$ cat src/logic/cie_pkg.sv
package cie_pkg;

    // =========================================================
    // timing
    // =========================================================
    localparam int unsigned CLK_PERIOD_NS  = 8;
    localparam int unsigned ENTRY_CYCLES   = 4;
    localparam int unsigned WAKE_CYCLES    = 4;
    localparam int unsigned JUMP_CYCLES    = 3;
    localparam int unsigned RETURN_CYCLES  = 4;
    localparam int unsigned BOOT_CYCLES    = 3;
    localparam int unsigned CNT_W          = 3;

    // =========================================================
    // register map (byte addresses)
    // =========================================================
    localparam logic [7:0] ADDR_CTRL       = 8'h00;
    localparam logic [7:0] ADDR_ENABLE     = 8'h04;
    localparam logic [7:0] ADDR_FLAGS      = 8'h08;
    localparam logic [7:0] ADDR_STATUS     = 8'h0c;
    localparam logic [7:0] ADDR_PUSHED     = 8'h10;

    localparam int unsigned CTRL_RELOC_BIT = 0;
    localparam int unsigned STAT_GIE_BIT   = 0;
    localparam int unsigned STAT_HOLD_BIT  = 1;
    localparam int unsigned STAT_BUSY_BIT  = 2;
    localparam int unsigned STAT_WIN_LSB   = 8;
    localparam int unsigned STAT_LOCK_BIT  = 16;

    localparam logic        RST_RELOC      = 1'b0;
    localparam logic        RST_GIE        = 1'b0;
    localparam logic [1:0]  HTRANS_NONSEQ  = 2'h2;
    localparam logic        HRESP_OKAY     = 1'b0;

    // =========================================================
    // types
    // =========================================================
    localparam int unsigned PC_W = 16;

    typedef enum logic [2:0] {
        CIE_BOOT,
        CIE_RUN,
        CIE_WAKE,
        CIE_ENTRY,
        CIE_JUMP,
        CIE_RETURN
    } cie_state_t;

    // sequencer to controller
    typedef struct packed {
        logic            instr_done;
        logic            sei;
        logic            global_disable_instr;
        logic            return_from_handler;
        logic            sleeping;
        logic [PC_W-1:0] next_pc;
    } cie_seq_t;

    // controller to stack
    typedef struct packed {
        logic       push;
        logic       pop;
        logic       sp_inc2;
        logic [7:0] wdata;
    } cie_stack_t;

endpackage

$ cat src/logic/cie_top.sv
`timescale 1ns/100ps

// Summary of operation
// - each source has its own vector; lower vector address wins priority
// - reset is top priority, external_request_zero (source 0) next
// - dispatch needs both the source enable and global enable
// - entering any handler clears the global enable
// - software may set global enable in a handler to allow nesting
// - return_from_handler sets the global enable again
// - flag sources have their flag cleared by hardware on vectoring
// - writing one to a flag clears it, zero leaves it
// - flag events while disabled are held until enabled or cleared
// - flags held while globally disabled are served later by priority
// - level sources request only while their condition is present
// - one program instruction runs after return before the next dispatch
// - status flags are never saved or restored by this logic
// - global_disable_instr blocks dispatch at once, same cycle included
// - after global enable the next instruction runs before dispatch
// - entry takes four cycles while the program counter is pushed
// - the vector jump takes three cycles
// - a multi-cycle instruction finishes before entry begins
// - wake from sleep adds four cycles to the entry
// - return takes four cycles, pops two bytes, stack pointer plus two
// - vector_relocate_sel moves vectors, boot_reset_fuse the reset vector
// - lock bits suppress dispatch depending on the current pc section
module cie_top #(
    parameter int unsigned             NSRC       = 8,
    parameter logic [NSRC-1:0]         LEVEL_MASK = '0,
    parameter logic [cie_pkg::PC_W-1:0] BOOT_START = 16'h1000,
    parameter int unsigned             VEC_WORDS  = 2
) (
    // clock and reset
    input  wire logic                       i_clk,
    input  wire logic                       i_rst_n,
    // ahb-lite slave
    input  wire logic                       i_hsel,
    input  wire logic [31:0]                i_haddr,
    input  wire logic [1:0]                 i_htrans,
    input  wire logic                       i_hwrite,
    input  wire logic [2:0]                 i_hsize,
    input  wire logic [31:0]                i_hwdata,
    input  wire logic                       i_hready,
    output logic      [31:0]                o_hrdata,
    output logic                            o_hreadyout,
    output logic                            o_hresp,
    // interrupt sources
    input  wire logic [NSRC-1:0]            i_src_cond,
    // fuse and lock pins
    input  wire logic                       i_boot_reset_fuse,
    input  wire logic                       i_app_lock_bit_b,
    input  wire logic                       i_boot_lock_bit_b,
    // instruction sequencer
    input  wire cie_pkg::cie_seq_t          i_seq,
    output logic                            o_busy,
    output logic                            o_pc_load,
    output logic      [cie_pkg::PC_W-1:0]   o_pc_value,
    output logic                            o_gie,
    output logic                            o_wake,
    // stack
    output cie_pkg::cie_stack_t             o_stack,
    input  wire logic [7:0]                 i_stack_rdata
);
    import cie_pkg::*;

    localparam int unsigned IDX_W = (NSRC > 1) ? $clog2(NSRC) : 1;

    // =========================================================
    // functions
    // =========================================================
    // lowest index wins: lower vector address means higher priority
    function automatic logic [IDX_W-1:0] pick(input logic [NSRC-1:0] r);
        logic [IDX_W-1:0] p;
        p = '0;
        for (int i = NSRC - 1; i >= 0; i--) begin
            if (r[i]) begin
                p = IDX_W'(i);
            end
        end
        return p;
    endfunction

    // source k sits k+1 vector slots above reset
    function automatic logic [PC_W-1:0] vec_addr(
        input logic             rel,
        input logic [IDX_W-1:0] idx
    );
        logic [PC_W-1:0] base;
        base = rel ? BOOT_START : '0;
        return base + PC_W'((idx + 1) * VEC_WORDS);
    endfunction

    // =========================================================
    // pin synchronisers
    // =========================================================
    logic [2:0] pin_meta;
    logic [2:0] pin_sync;

    always_ff @(posedge i_clk or negedge i_rst_n) begin
        if (!i_rst_n) begin
            pin_meta <= '0;
            pin_sync <= '0;
        end else begin
            pin_meta <= {i_boot_lock_bit_b, i_app_lock_bit_b,
                         i_boot_reset_fuse};
            pin_sync <= pin_meta;
        end
    end

    logic fuse_boot_rst;
    logic app_lock;
    logic boot_lock;
    assign fuse_boot_rst = pin_sync[0];
    assign app_lock      = pin_sync[1];
    assign boot_lock     = pin_sync[2];

    // =========================================================
    // state
    // =========================================================
    cie_state_t        state;
    cie_state_t        next_state;
    logic [CNT_W-1:0]  cnt;
    logic [CNT_W-1:0]  next_cnt;
    logic              gie;
    logic              next_gie;
    logic              hold;
    logic              next_hold;
    logic              reloc;
    logic              next_reloc;
    logic [NSRC-1:0]   enable;
    logic [NSRC-1:0]   next_enable;
    logic [NSRC-1:0]   flags;
    logic [NSRC-1:0]   next_flags;
    logic [IDX_W-1:0]  win;
    logic [IDX_W-1:0]  next_win;
    logic [PC_W-1:0]   pushed;
    logic [PC_W-1:0]   next_pushed;
    logic [7:0]        ret_hi;
    logic [7:0]        next_ret_hi;
    logic              next_pc_load;
    logic [PC_W-1:0]   next_pc_value;
    logic              next_wake;
    logic              next_busy;
    cie_stack_t        next_stack;

    // bus data phase
    logic              dp_we;
    logic [7:0]        dp_addr;
    logic              next_dp_we;
    logic [7:0]        next_dp_addr;
    logic [31:0]       next_hrdata;

    // =========================================================
    // request logic
    // =========================================================
    logic [NSRC-1:0] req;
    logic            pc_in_boot;
    logic            suppress;
    logic            can_take;

    // flag sources request from the latched flag, level sources live
    assign req = ((flags & ~LEVEL_MASK) | (i_src_cond & LEVEL_MASK))
               & enable;

    assign pc_in_boot = (i_seq.next_pc >= BOOT_START);
    assign suppress   = (app_lock & ~pc_in_boot & reloc)
                      | (boot_lock & pc_in_boot & ~reloc);

    // cli in the same cycle kills the request as well
    assign can_take = gie & ~i_seq.global_disable_instr & ~hold & (|req)
                    & ~suppress;

    // =========================================================
    // sequencer state machine and interrupt registers
    // =========================================================
    always_comb begin
        logic [NSRC-1:0] clr;
        clr           = '0;
        next_state    = state;
        next_cnt      = cnt;
        next_gie      = gie;
        next_hold     = hold;
        next_reloc    = reloc;
        next_enable   = enable;
        next_win      = win;
        next_pushed   = pushed;
        next_ret_hi   = ret_hi;
        next_pc_load  = 1'b0;
        next_pc_value = o_pc_value;
        next_wake     = 1'b0;
        next_stack    = '0;

        if (dp_we) begin
            if (dp_addr == ADDR_CTRL) begin
                next_reloc = i_hwdata[CTRL_RELOC_BIT];
            end else if (dp_addr == ADDR_ENABLE) begin
                next_enable = i_hwdata[NSRC-1:0];
            end else if (dp_addr == ADDR_FLAGS) begin
                clr = i_hwdata[NSRC-1:0];
            end
        end

        // global enable commands; disabling wins at once
        if (i_seq.sei) begin
            next_gie = 1'b1;
            if (!gie) begin
                next_hold = 1'b1;
            end
        end else if (i_seq.instr_done) begin
            next_hold = 1'b0;
        end
        if (i_seq.global_disable_instr) begin
            next_gie = 1'b0;
        end

        case (state)
            CIE_BOOT: begin
                // let the fuse synchroniser settle before loading
                next_cnt = cnt + 1'b1;
                if (cnt == CNT_W'(BOOT_CYCLES - 1)) begin
                    next_cnt      = '0;
                    next_pc_load  = 1'b1;
                    next_pc_value = fuse_boot_rst ? BOOT_START
                                                  : '0;
                    next_state    = CIE_RUN;
                end
            end
            CIE_RUN: begin
                if (i_seq.return_from_handler) begin
                    next_state = CIE_RETURN;
                    next_cnt   = '0;
                end else if (i_seq.instr_done && can_take) begin
                    // only at an instruction boundary
                    next_state  = CIE_ENTRY;
                    next_cnt    = '0;
                    next_win    = pick(req);
                    next_pushed = i_seq.next_pc;
                    next_gie    = 1'b0;
                    clr[pick(req)] = ~LEVEL_MASK[pick(req)];
                end else if (i_seq.sleeping && can_take) begin
                    next_state  = CIE_WAKE;
                    next_cnt    = '0;
                    next_wake   = 1'b1;
                    next_win    = pick(req);
                    next_pushed = i_seq.next_pc;
                    next_gie    = 1'b0;
                    clr[pick(req)] = ~LEVEL_MASK[pick(req)];
                end
            end
            CIE_WAKE: begin
                next_cnt = cnt + 1'b1;
                if (cnt == CNT_W'(WAKE_CYCLES - 1)) begin
                    next_state = CIE_ENTRY;
                    next_cnt   = '0;
                end
            end
            CIE_ENTRY: begin
                next_cnt = cnt + 1'b1;
                if (cnt == 0) begin
                    next_stack.push  = 1'b1;
                    next_stack.wdata = pushed[7:0];
                end else if (cnt == 1) begin
                    next_stack.push  = 1'b1;
                    next_stack.wdata = pushed[15:8];
                end
                if (cnt == CNT_W'(ENTRY_CYCLES - 1)) begin
                    next_state    = CIE_JUMP;
                    next_cnt      = '0;
                    next_pc_load  = 1'b1;
                    next_pc_value = vec_addr(reloc, win);
                end
            end
            CIE_JUMP: begin
                next_cnt = cnt + 1'b1;
                if (cnt == CNT_W'(JUMP_CYCLES - 1)) begin
                    next_state = CIE_RUN;
                    next_cnt   = '0;
                end
            end
            CIE_RETURN: begin
                // pop strobe is registered: data arrives two cycles on
                next_cnt = cnt + 1'b1;
                if (cnt < 2) begin
                    next_stack.pop = 1'b1;
                end
                if (cnt == 2) begin
                    next_ret_hi = i_stack_rdata;
                end
                if (cnt == CNT_W'(RETURN_CYCLES - 1)) begin
                    next_state         = CIE_RUN;
                    next_cnt           = '0;
                    next_pc_load       = 1'b1;
                    next_pc_value      = {ret_hi, i_stack_rdata};
                    next_stack.sp_inc2 = 1'b1;
                    next_gie           = 1'b1;
                    next_hold          = 1'b1;
                end
            end
            default: begin
                next_state = CIE_RUN;
                next_cnt   = '0;
            end
        endcase

        // status flags of the core are left alone: handlers save them
        // a new event wins over either kind of clear
        next_flags = (flags & ~clr)
                   | (i_src_cond & ~LEVEL_MASK);
        next_busy  = (next_state != CIE_RUN);
    end

    always_ff @(posedge i_clk or negedge i_rst_n) begin
        if (!i_rst_n) begin
            state      <= CIE_BOOT;
            cnt        <= '0;
            gie        <= RST_GIE;
            hold       <= 1'b0;
            reloc      <= RST_RELOC;
            enable     <= '0;
            flags      <= '0;
            win        <= '0;
            pushed     <= '0;
            ret_hi     <= '0;
            o_pc_load  <= 1'b0;
            o_pc_value <= '0;
            o_wake     <= 1'b0;
            o_busy     <= 1'b1;
            o_gie      <= RST_GIE;
            o_stack    <= '0;
        end else begin
            state      <= next_state;
            cnt        <= next_cnt;
            gie        <= next_gie;
            hold       <= next_hold;
            reloc      <= next_reloc;
            enable     <= next_enable;
            flags      <= next_flags;
            win        <= next_win;
            pushed     <= next_pushed;
            ret_hi     <= next_ret_hi;
            o_pc_load  <= next_pc_load;
            o_pc_value <= next_pc_value;
            o_wake     <= next_wake;
            o_busy     <= next_busy;
            o_gie      <= next_gie;
            o_stack    <= next_stack;
        end
    end

    // =========================================================
    // ahb-lite slave
    // =========================================================
    // zero wait states; reads are sampled at the address phase
    always_comb begin
        logic [31:0] rd;
        rd           = '0;
        next_dp_we   = 1'b0;
        next_dp_addr = dp_addr;
        next_hrdata  = o_hrdata;
        if (i_hready && i_hsel && (i_htrans == HTRANS_NONSEQ)) begin
            next_dp_we   = i_hwrite;
            next_dp_addr = i_haddr[7:0];
            if (i_haddr[31:8] != '0) begin
                rd = '0;
            end else if (i_haddr[7:0] == ADDR_CTRL) begin
                rd[CTRL_RELOC_BIT] = reloc;
            end else if (i_haddr[7:0] == ADDR_ENABLE) begin
                rd[NSRC-1:0] = enable;
            end else if (i_haddr[7:0] == ADDR_FLAGS) begin
                rd[NSRC-1:0] = flags;
            end else if (i_haddr[7:0] == ADDR_STATUS) begin
                rd[STAT_GIE_BIT]                  = gie;
                rd[STAT_HOLD_BIT]                 = hold;
                rd[STAT_BUSY_BIT]                 = o_busy;
                rd[STAT_WIN_LSB +: IDX_W]         = win;
                rd[STAT_LOCK_BIT]                 = suppress;
            end else if (i_haddr[7:0] == ADDR_PUSHED) begin
                rd[PC_W-1:0] = pushed;
            end
            next_hrdata = i_hwrite ? o_hrdata : rd;
            if (i_haddr[31:8] != '0) begin
                next_dp_we = 1'b0;
            end
        end
    end

    always_ff @(posedge i_clk or negedge i_rst_n) begin
        if (!i_rst_n) begin
            dp_we       <= 1'b0;
            dp_addr     <= '0;
            o_hrdata    <= '0;
            o_hreadyout <= 1'b1;
            o_hresp     <= HRESP_OKAY;
        end else begin
            dp_we       <= next_dp_we;
            dp_addr     <= next_dp_addr;
            o_hrdata    <= next_hrdata;
            o_hreadyout <= 1'b1;
            o_hresp     <= HRESP_OKAY;
        end
    end

    // hsize is not checked: only whole-word accesses are expected
    logic unused_hsize;
    assign unused_hsize = ^i_hsize;

endmodule // cie_top

$ cat config.mk
export PLATFORM = sky130hd
export DESIGN_NAME = cie_top
export DESIGN_NICKNAME = d
export VERILOG_FILES = /design/src/logic/cie_pkg.sv /design/src/logic/cie_top.sv
export SDC_FILE = /design/constraint.sdc
export NUM_CORES = 1
export LEC_CHECK = 0
export BUFFER_PORTS_ARGS = -buffer_cell sky130_fd_sc_hd__buf_2
export CORE_MARGIN = 4
export CORE_UTILIZATION = 46
export CTS_CLUSTER_DIAMETER = 50
export DETAILED_ROUTE_END_ITERATION = 8
export HOLD_SLACK_MARGIN = 0.1
export PLACE_DENSITY = 0.77
export SLEW_MARGIN = 20
export SYNTH_ARGS = -nofsm -noshare
export SYNTH_HDL_FRONTEND = slang
export SYNTH_SLANG_ARGS = --single-unit
$ cat constraint.sdc
create_clock -name i_clk -period 1.95 [get_ports i_clk]
set_input_delay 0.0975 -clock i_clk [delete_from_list [all_inputs] [get_ports i_clk]]
set_output_delay 0.0975 -clock i_clk [all_outputs]
set_load 0.02 [all_outputs]
==> Word-level counts from Yosys, hierarchy flattened <==
Memory sizes are Yosys's and may differ from the RTL's.
Index checks and enable logic that the tools add are counted.
{ "word_totals": {"output_inout_bits": 65, "memories": 2, "wordCells": 196, "in_bits": 114, "regBits": 114, "romBits": 16} }
{ "op_classes": {"magnitude_cmp": 6, "addsub": 3, "reduce_logical": 23, "muxes": 96, "bitwise": 23, "eq_ne": 20} }
{ "mem_list": {"columns": ["name", "words", "word_bits", "read_ports", "rd_clocked_by_memory_dff", "wr", "line", "rtl"], "rows": [
  ["(name not given)", 8, 1, 1, 0, 0, "cie_top.sv:246", "clr[pick(req)] = ~LEVEL_MASK[pick(req)];"],
  ["(name not given)", 8, 1, 1, 0, 0, "cie_top.sv:238", "clr[pick(req)] = ~LEVEL_MASK[pick(req)];"]
]} }
{ "ops": {"columns": ["cell", "n"], "rows": [
  ["$mux W16", 7],
  ["$mux W8", 13],
  ["$mux W3", 30],
  ["$pmux W16 S3", 1],
  ["$mux W1", 29],
  ["$mux W13", 2],
  ["$eq A8 B4 Y1 const B", 3],
  ["$reduce_bool A24 Y1", 1],
  ["$mux W9", 2],
  ["$mux W17", 1],
  ["$and A8 B8 Y8", 2],
  ["$bwmux W8", 2],
  ["$eq A8 B3 Y1 const B", 2],
  ["$ge A16 B13 Y1 const B", 1],
  ["$logic_not A8 Y1", 2],
  ["$pmux W3 S5", 1],
  ["$add A13 B5 Y14", 1],
  ["$eq A3 B2 Y1 const B", 4],
  ["$mux W5", 2],
  ["$not A1 Y1", 10],
  ["$pmux W3 S3", 1],
  ["$and A1 B1 Y1", 8],
  ["$eq A8 B5 Y1 const B", 1],
  ["$lt A3 B4 Y1 const B", 2],
  ["other kinds (26)", 43]
]} }

==> Longest topological paths before layout <==
{ "logic_depth": {"word_depth": 25, "ltp_mapped": 8, "ltp_nobuf": 7} }

==> Worst setup path before layout <==
OpenSTA, ideal clock, no wires.
{ "synth_path": {"path_kind": "register to register", "startpoint": "register gie", "endpoint": "register flags[3]", "period_less_slack_ns": 2.120, "arrival_ns": 1.999, "required_ns": 1.830, "stages_incl_launch_ff": 6, "setup_time_ns": 0.120, "path_buffers": 0, "path_slack_ns": -0.170, "cell_sequence": "dfrtp_1 > or3b_1 > o21bai_1 > nand4b_1 > or4_1 > a31o_2"} }
{ "synth_between": {"elab_chain_cells": 12, "elab_cells_between_ends": 13, "cone_classes": "mux: 4; bitwise: 7; reduce/logical: 2"} }
{ "synth_lines": {"columns": ["element", "line", "rtl"], "rows": [
  ["start, declared", "cie_top.sv:123", "logic gie;"],
  ["start signal, assigned", "cie_top.sv:332", "gie <= next_gie;"],
  ["$and A1 B1 Y1 * (3 in series)", "cie_top.sv:169", "assign can_take = gie & ~i_seq.global_disable_instr & ~hold & (|req)"],
  ["$and A1 B1 Y1 *", "cie_top.sv:170", "& ~suppress;"],
  ["$logic_and A1 B1 Y1", "cie_top.sv:239", "end else if (i_seq.sleeping && can_take) begin"],
  ["$mux W8", "cie_top.sv:239", null],
  ["$mux W8 *", "cie_top.sv:231", "end else if (i_seq.instr_done && can_take) begin"],
  ["$mux W8 *", "cie_top.sv:228", "if (i_seq.return_from_handler) begin"],
  ["$mux W8 *", "cie_top.sv:215", "case (state)"],
  ["$not A8 Y8 *", "cie_top.sv:306", "next_flags = (flags & ~clr)"],
  ["$and A8 B8 Y8 *", "cie_top.sv:306", null],
  ["$or A8 B8 Y8 *", "cie_top.sv:307", "| (i_src_cond & ~LEVEL_MASK);"],
  ["named net next_flags[3]", "cie_top.sv:132", "logic [NSRC-1:0] next_flags;"],
  ["end signal, assigned", "cie_top.sv:336", "flags <= next_flags;"],
  ["end, declared", "cie_top.sv:131", "logic [NSRC-1:0] flags;"]
]} }
Mark *: on every way through the listed nets, which the timed path passes. The rest lies on a longest branch.
A chain may end at the register's enable or synchronous reset.

==> Final worst setup path <==
{ "layout_path": {"startpoint": "register hold", "endpoint": "register flags[3]"} }
{ "layout_between": {"elab_chain_cells": 12, "elab_cells_between_ends": 13, "cone_classes": "mux: 4; bitwise: 7; reduce/logical: 2"} }
{ "layout_lines": {"columns": ["element", "line", "rtl"], "rows": [
  ["start, declared", "cie_top.sv:125", "logic hold;"],
  ["start signal, assigned", "cie_top.sv:333", "hold <= next_hold;"],
  ["$not A1 Y1 *", "cie_top.sv:169", null],
  ["$and A1 B1 Y1 * (2 in series)", "cie_top.sv:169", null],
  ["$and A1 B1 Y1 *", "cie_top.sv:170", null],
  ["$logic_and A1 B1 Y1", "cie_top.sv:239", null],
  ["$mux W8", "cie_top.sv:239", null],
  ["$mux W8 *", "cie_top.sv:231", null],
  ["$mux W8 *", "cie_top.sv:228", null],
  ["$mux W8 *", "cie_top.sv:215", null],
  ["$not A8 Y8 *", "cie_top.sv:306", null],
  ["$and A8 B8 Y8 *", "cie_top.sv:306", null],
  ["$or A8 B8 Y8 *", "cie_top.sv:307", null],
  ["named net next_flags[3]", "cie_top.sv:132", null]
]} }
Marked as above.

==> flow_summary.toml <==
[status]
run_status = "finished with violations"
failed_checks = "setup timing"

[synthesis]
ys_types = 53
syn_inst = 557
avgSynthCellArea_um2 = 9.64
synth_async_sr_flop_share_pct = 100
ys_seq_area_share_pct = 53.1
synth_edf_count = 0
ys_warn_count = 0
synth_area_mm2 = 0.00537
synth-seq-cells = 114
synthFlopType = "dfrtp_1"

[sta]
rsz0062_at_grt = "yes"
clock.fmax_mhz = 507
holdWs_ns = 0.135
final.period_utilization_pct = 101
tns_ns = -0.0227
fin_worst_skew_ns = 0.00721
fin_ws_ns = -0.0227
drv_slew = 0
setup_viol = 1
relSlewSlack_pct = 58.0
layout_min_cycle_time_ns = 1.97
worst_pin_slew_ns = 0.631
hold_viol_final = 0

[cts]
cts_made_buffers = 17
tritoncts = "yes"
cts.reportedPaths.clkPinSlew_ns = 0.05
htree_num_levels = 4
cts-root-buf = "clkbuf_16"
clk_latency_ns = 0.42
cts_sinks = 114
cts_max_path_buffers = 2

[setup_path]
critical_path_class = "reg2reg"
worstPathRequired_ns = 2.25
critPathLaunchType = "register"
crit_arrival_ns = 2.28
cp_slowest_stage_delay_ns = 0.48
end_kind = "register"
cp_cell_sequence = "or3b_4 -> o21bai_4 -> nand4b_1 -> or4_1 -> a31o_2"
critPathMaxFanout = 3
slowest_stage = "or4_1"

[cells_and_area]
area_growth_pct = 39.9
layout.cells.most_common = "buf_2"
drive_above_1_share_pct = 31.0
final_cell_mix = "132 x buf_2, 112 x nand2_1, 111 x dfrtp_1"
n_antenna_cell = 0
nets = 886
finalNonFillerCells = 921
post-route-util_pct = 65.8

[run]
drv_cap = 0

[route]
drtIter0Drc = 485
wire_per_inst_um = 17.1
num_vias = 5029
drt_wl_total_um = 15800
drc_errors = 0
drt-vias-per-instance = 5.46
drtAntennaViolNets = 0
dr.pass1.iters = 8

[grt]
grt_max_degree = 115
grt_pass1_vias = 5201
antenna_found_initial = 0
grt_overflow_total = 0
grt_pass1_wl_um = 25000
track_usage_pct = 23.9

[hold_path]
min_path_type = "in2reg"

[placement]
dp.cells = 830
portBuffers = 134
dp_hpwl_um = 10500
gp_congestion = 0.869
preCtsSetupSlack_ns = 0.000960

[floorplanning]
io_pins = 179
die_h_um = 116
die_area_mm2 = 0.0135
rows = 39
start_util_pct = 47.0
fp.dieW_um = 116
coreArea_mm2 = 0.0114

[power]
power_density_mw_per_mm2 = 1160
ir_drop_v = 0.000708
power_leakage_nw = 3.58
synth_stat cells (all sizes together), types with 2 or more instances:
| library cell | instances | area share (%) |
|---|---|---|
| dfrtp | 113 | 53 |
| and3 | 2 | 0.23 |
| nor3 | 8 | 0.84 |
| a31o | 4 | 0.65 |
| a22o | 5 | 0.82 |
| nand4b | 2 | 0.33 |
| nand3 | 21 | 2.0 |
| mux2i | 4 | 0.75 |
| nand2b | 2 | 0.23 |
| nand4 | 4 | 0.47 |
| or3 | 3 | 0.44 |
| mux2 | 28 | 5.9 |
| nor3b | 3 | 0.42 |
| a22oi | 7 | 0.98 |
| a2bb2oi | 3 | 0.49 |
| or4 | 3 | 0.56 |
| conb | 2 | 0.14 |
| a32oi | 6 | 0.98 |
| o31ai | 6 | 0.84 |
| buf | 21 | 2.8 |
| nor4 | 12 | 1.4 |
| o21bai | 2 | 0.28 |
| nand3b | 3 | 0.42 |
| nor2b | 8 | 0.93 |
| inv | 22 | 1.5 |
| o22ai | 2 | 0.23 |
| nand2 | 112 | 7.8 |
| ha | 7 | 1.6 |
| clkbuf | 23 | 1.6 |
| nor2 | 37 | 2.6 |
| a21oi | 29 | 2.7 |
| a31oi | 6 | 0.70 |
| o21ai | 34 | 3.2 |
state kept, by name (all words and copies together) (netlist names):
register / cells
reloc: 1
o_busy: 1
o_wake: 1
pin_meta: 3
pushed: 16
flags: 8
o_pc_load: 1
o_stack: 11
enable: 8
cnt: 3
ret_hi: 8
o_pc_value: 16
state: 3
gie: 1
win: 3
o_hrdata: 17
hold: 1
dp_addr: 8
dp_we: 1
pin_sync: 3
path summary, 6_finish.rpt:
check	cells after the start	slack (ns)	from	to
max	5	-0.02	hold$_DFF_PN0_	flags[3]$_DFF_PN0_
min	6	0.13	i_haddr[18]	o_hrdata[16]$_DFFE_PN0P_
max reg2reg	5	-0.02	hold$_DFF_PN0_	flags[3]$_DFF_PN0_
min reg2reg	0	0.35	pin_meta[1]$_DFF_PN0_	pin_sync[1]$_DFF_PN0_
max in group asynchronous	3	1.12	i_rst_n	gie$_DFF_PN0_
min in group asynchronous	3	0.29	i_rst_n	o_hrdata[14]$_DFFE_PN0P_
power by group:
part / total, W / switching (W) / internal, W
logic: 0.00235 / 0.00136 / 0.000988
registers: 0.00325 / 0.000374 / 0.00287
clock network: 0.00310 / 0.00112 / 0.00198
routing by layer:
layer  GRT usage (%)  up-vias  wire length [um]
li1                -     2332                 -
met3            5.95       55              1220
met5               0        -                 0
met4            12.0        0               589
met1            29.9     2391              6290
met2            38.8      251              7690
worst max-delay path: cells and delay by family, from the launching register on:
| family | cells | cell delay [ns] |
|---|---|---|
| DFF | 1 | 0.38 |
| AOI/OAI and AO/OA | 2 | 0.43 |
| and+or+nand+nor | 3 | 1.05 |
cell families (layout without fill, tap and decap cells):
logic type	count (synthesis)	in the layout	share of synthesized area, %
xor gates and xnor gates	2	2	0.326
buffers and inverters	66	272	5.99
AOI/OAI and AO/OA	110	110	12.8
muxes	32	32	6.62
other	2	17	0.140
DFF	114	114	53.1
adders and majority gates	7	7	1.63
and+or+nand+nor	224	224	19.3
final cells by class:
class                      instances  area (um^2)
tap                              143          179
clock inverter                    12          131
multi-input combinational        392         2320
timing repair buffer             218         1480
sequential                       114         2860
clock buffer                      20          467
inverter                          22         82.6
fill                             858         3910
metrics by stage:
step,power (W),area [um^2]
floorplan,0.00456,5430
global placement,0.00528,6260
detailed placement,0.00539,6260
CTS,0.00862,7450
global route,0.00912,7510
finish,0.00869,7510
what timing repair did:
item	4_1_cts	5_1_grt
setup buffers	0	2
setup endpoints to repair	3	34
hold endpoints to repair	178	1
pin swaps	0	4
hold buffers	57	1
gates resized for setup	2	10
No activity file was read; power rests on OpenSTA's default activity.
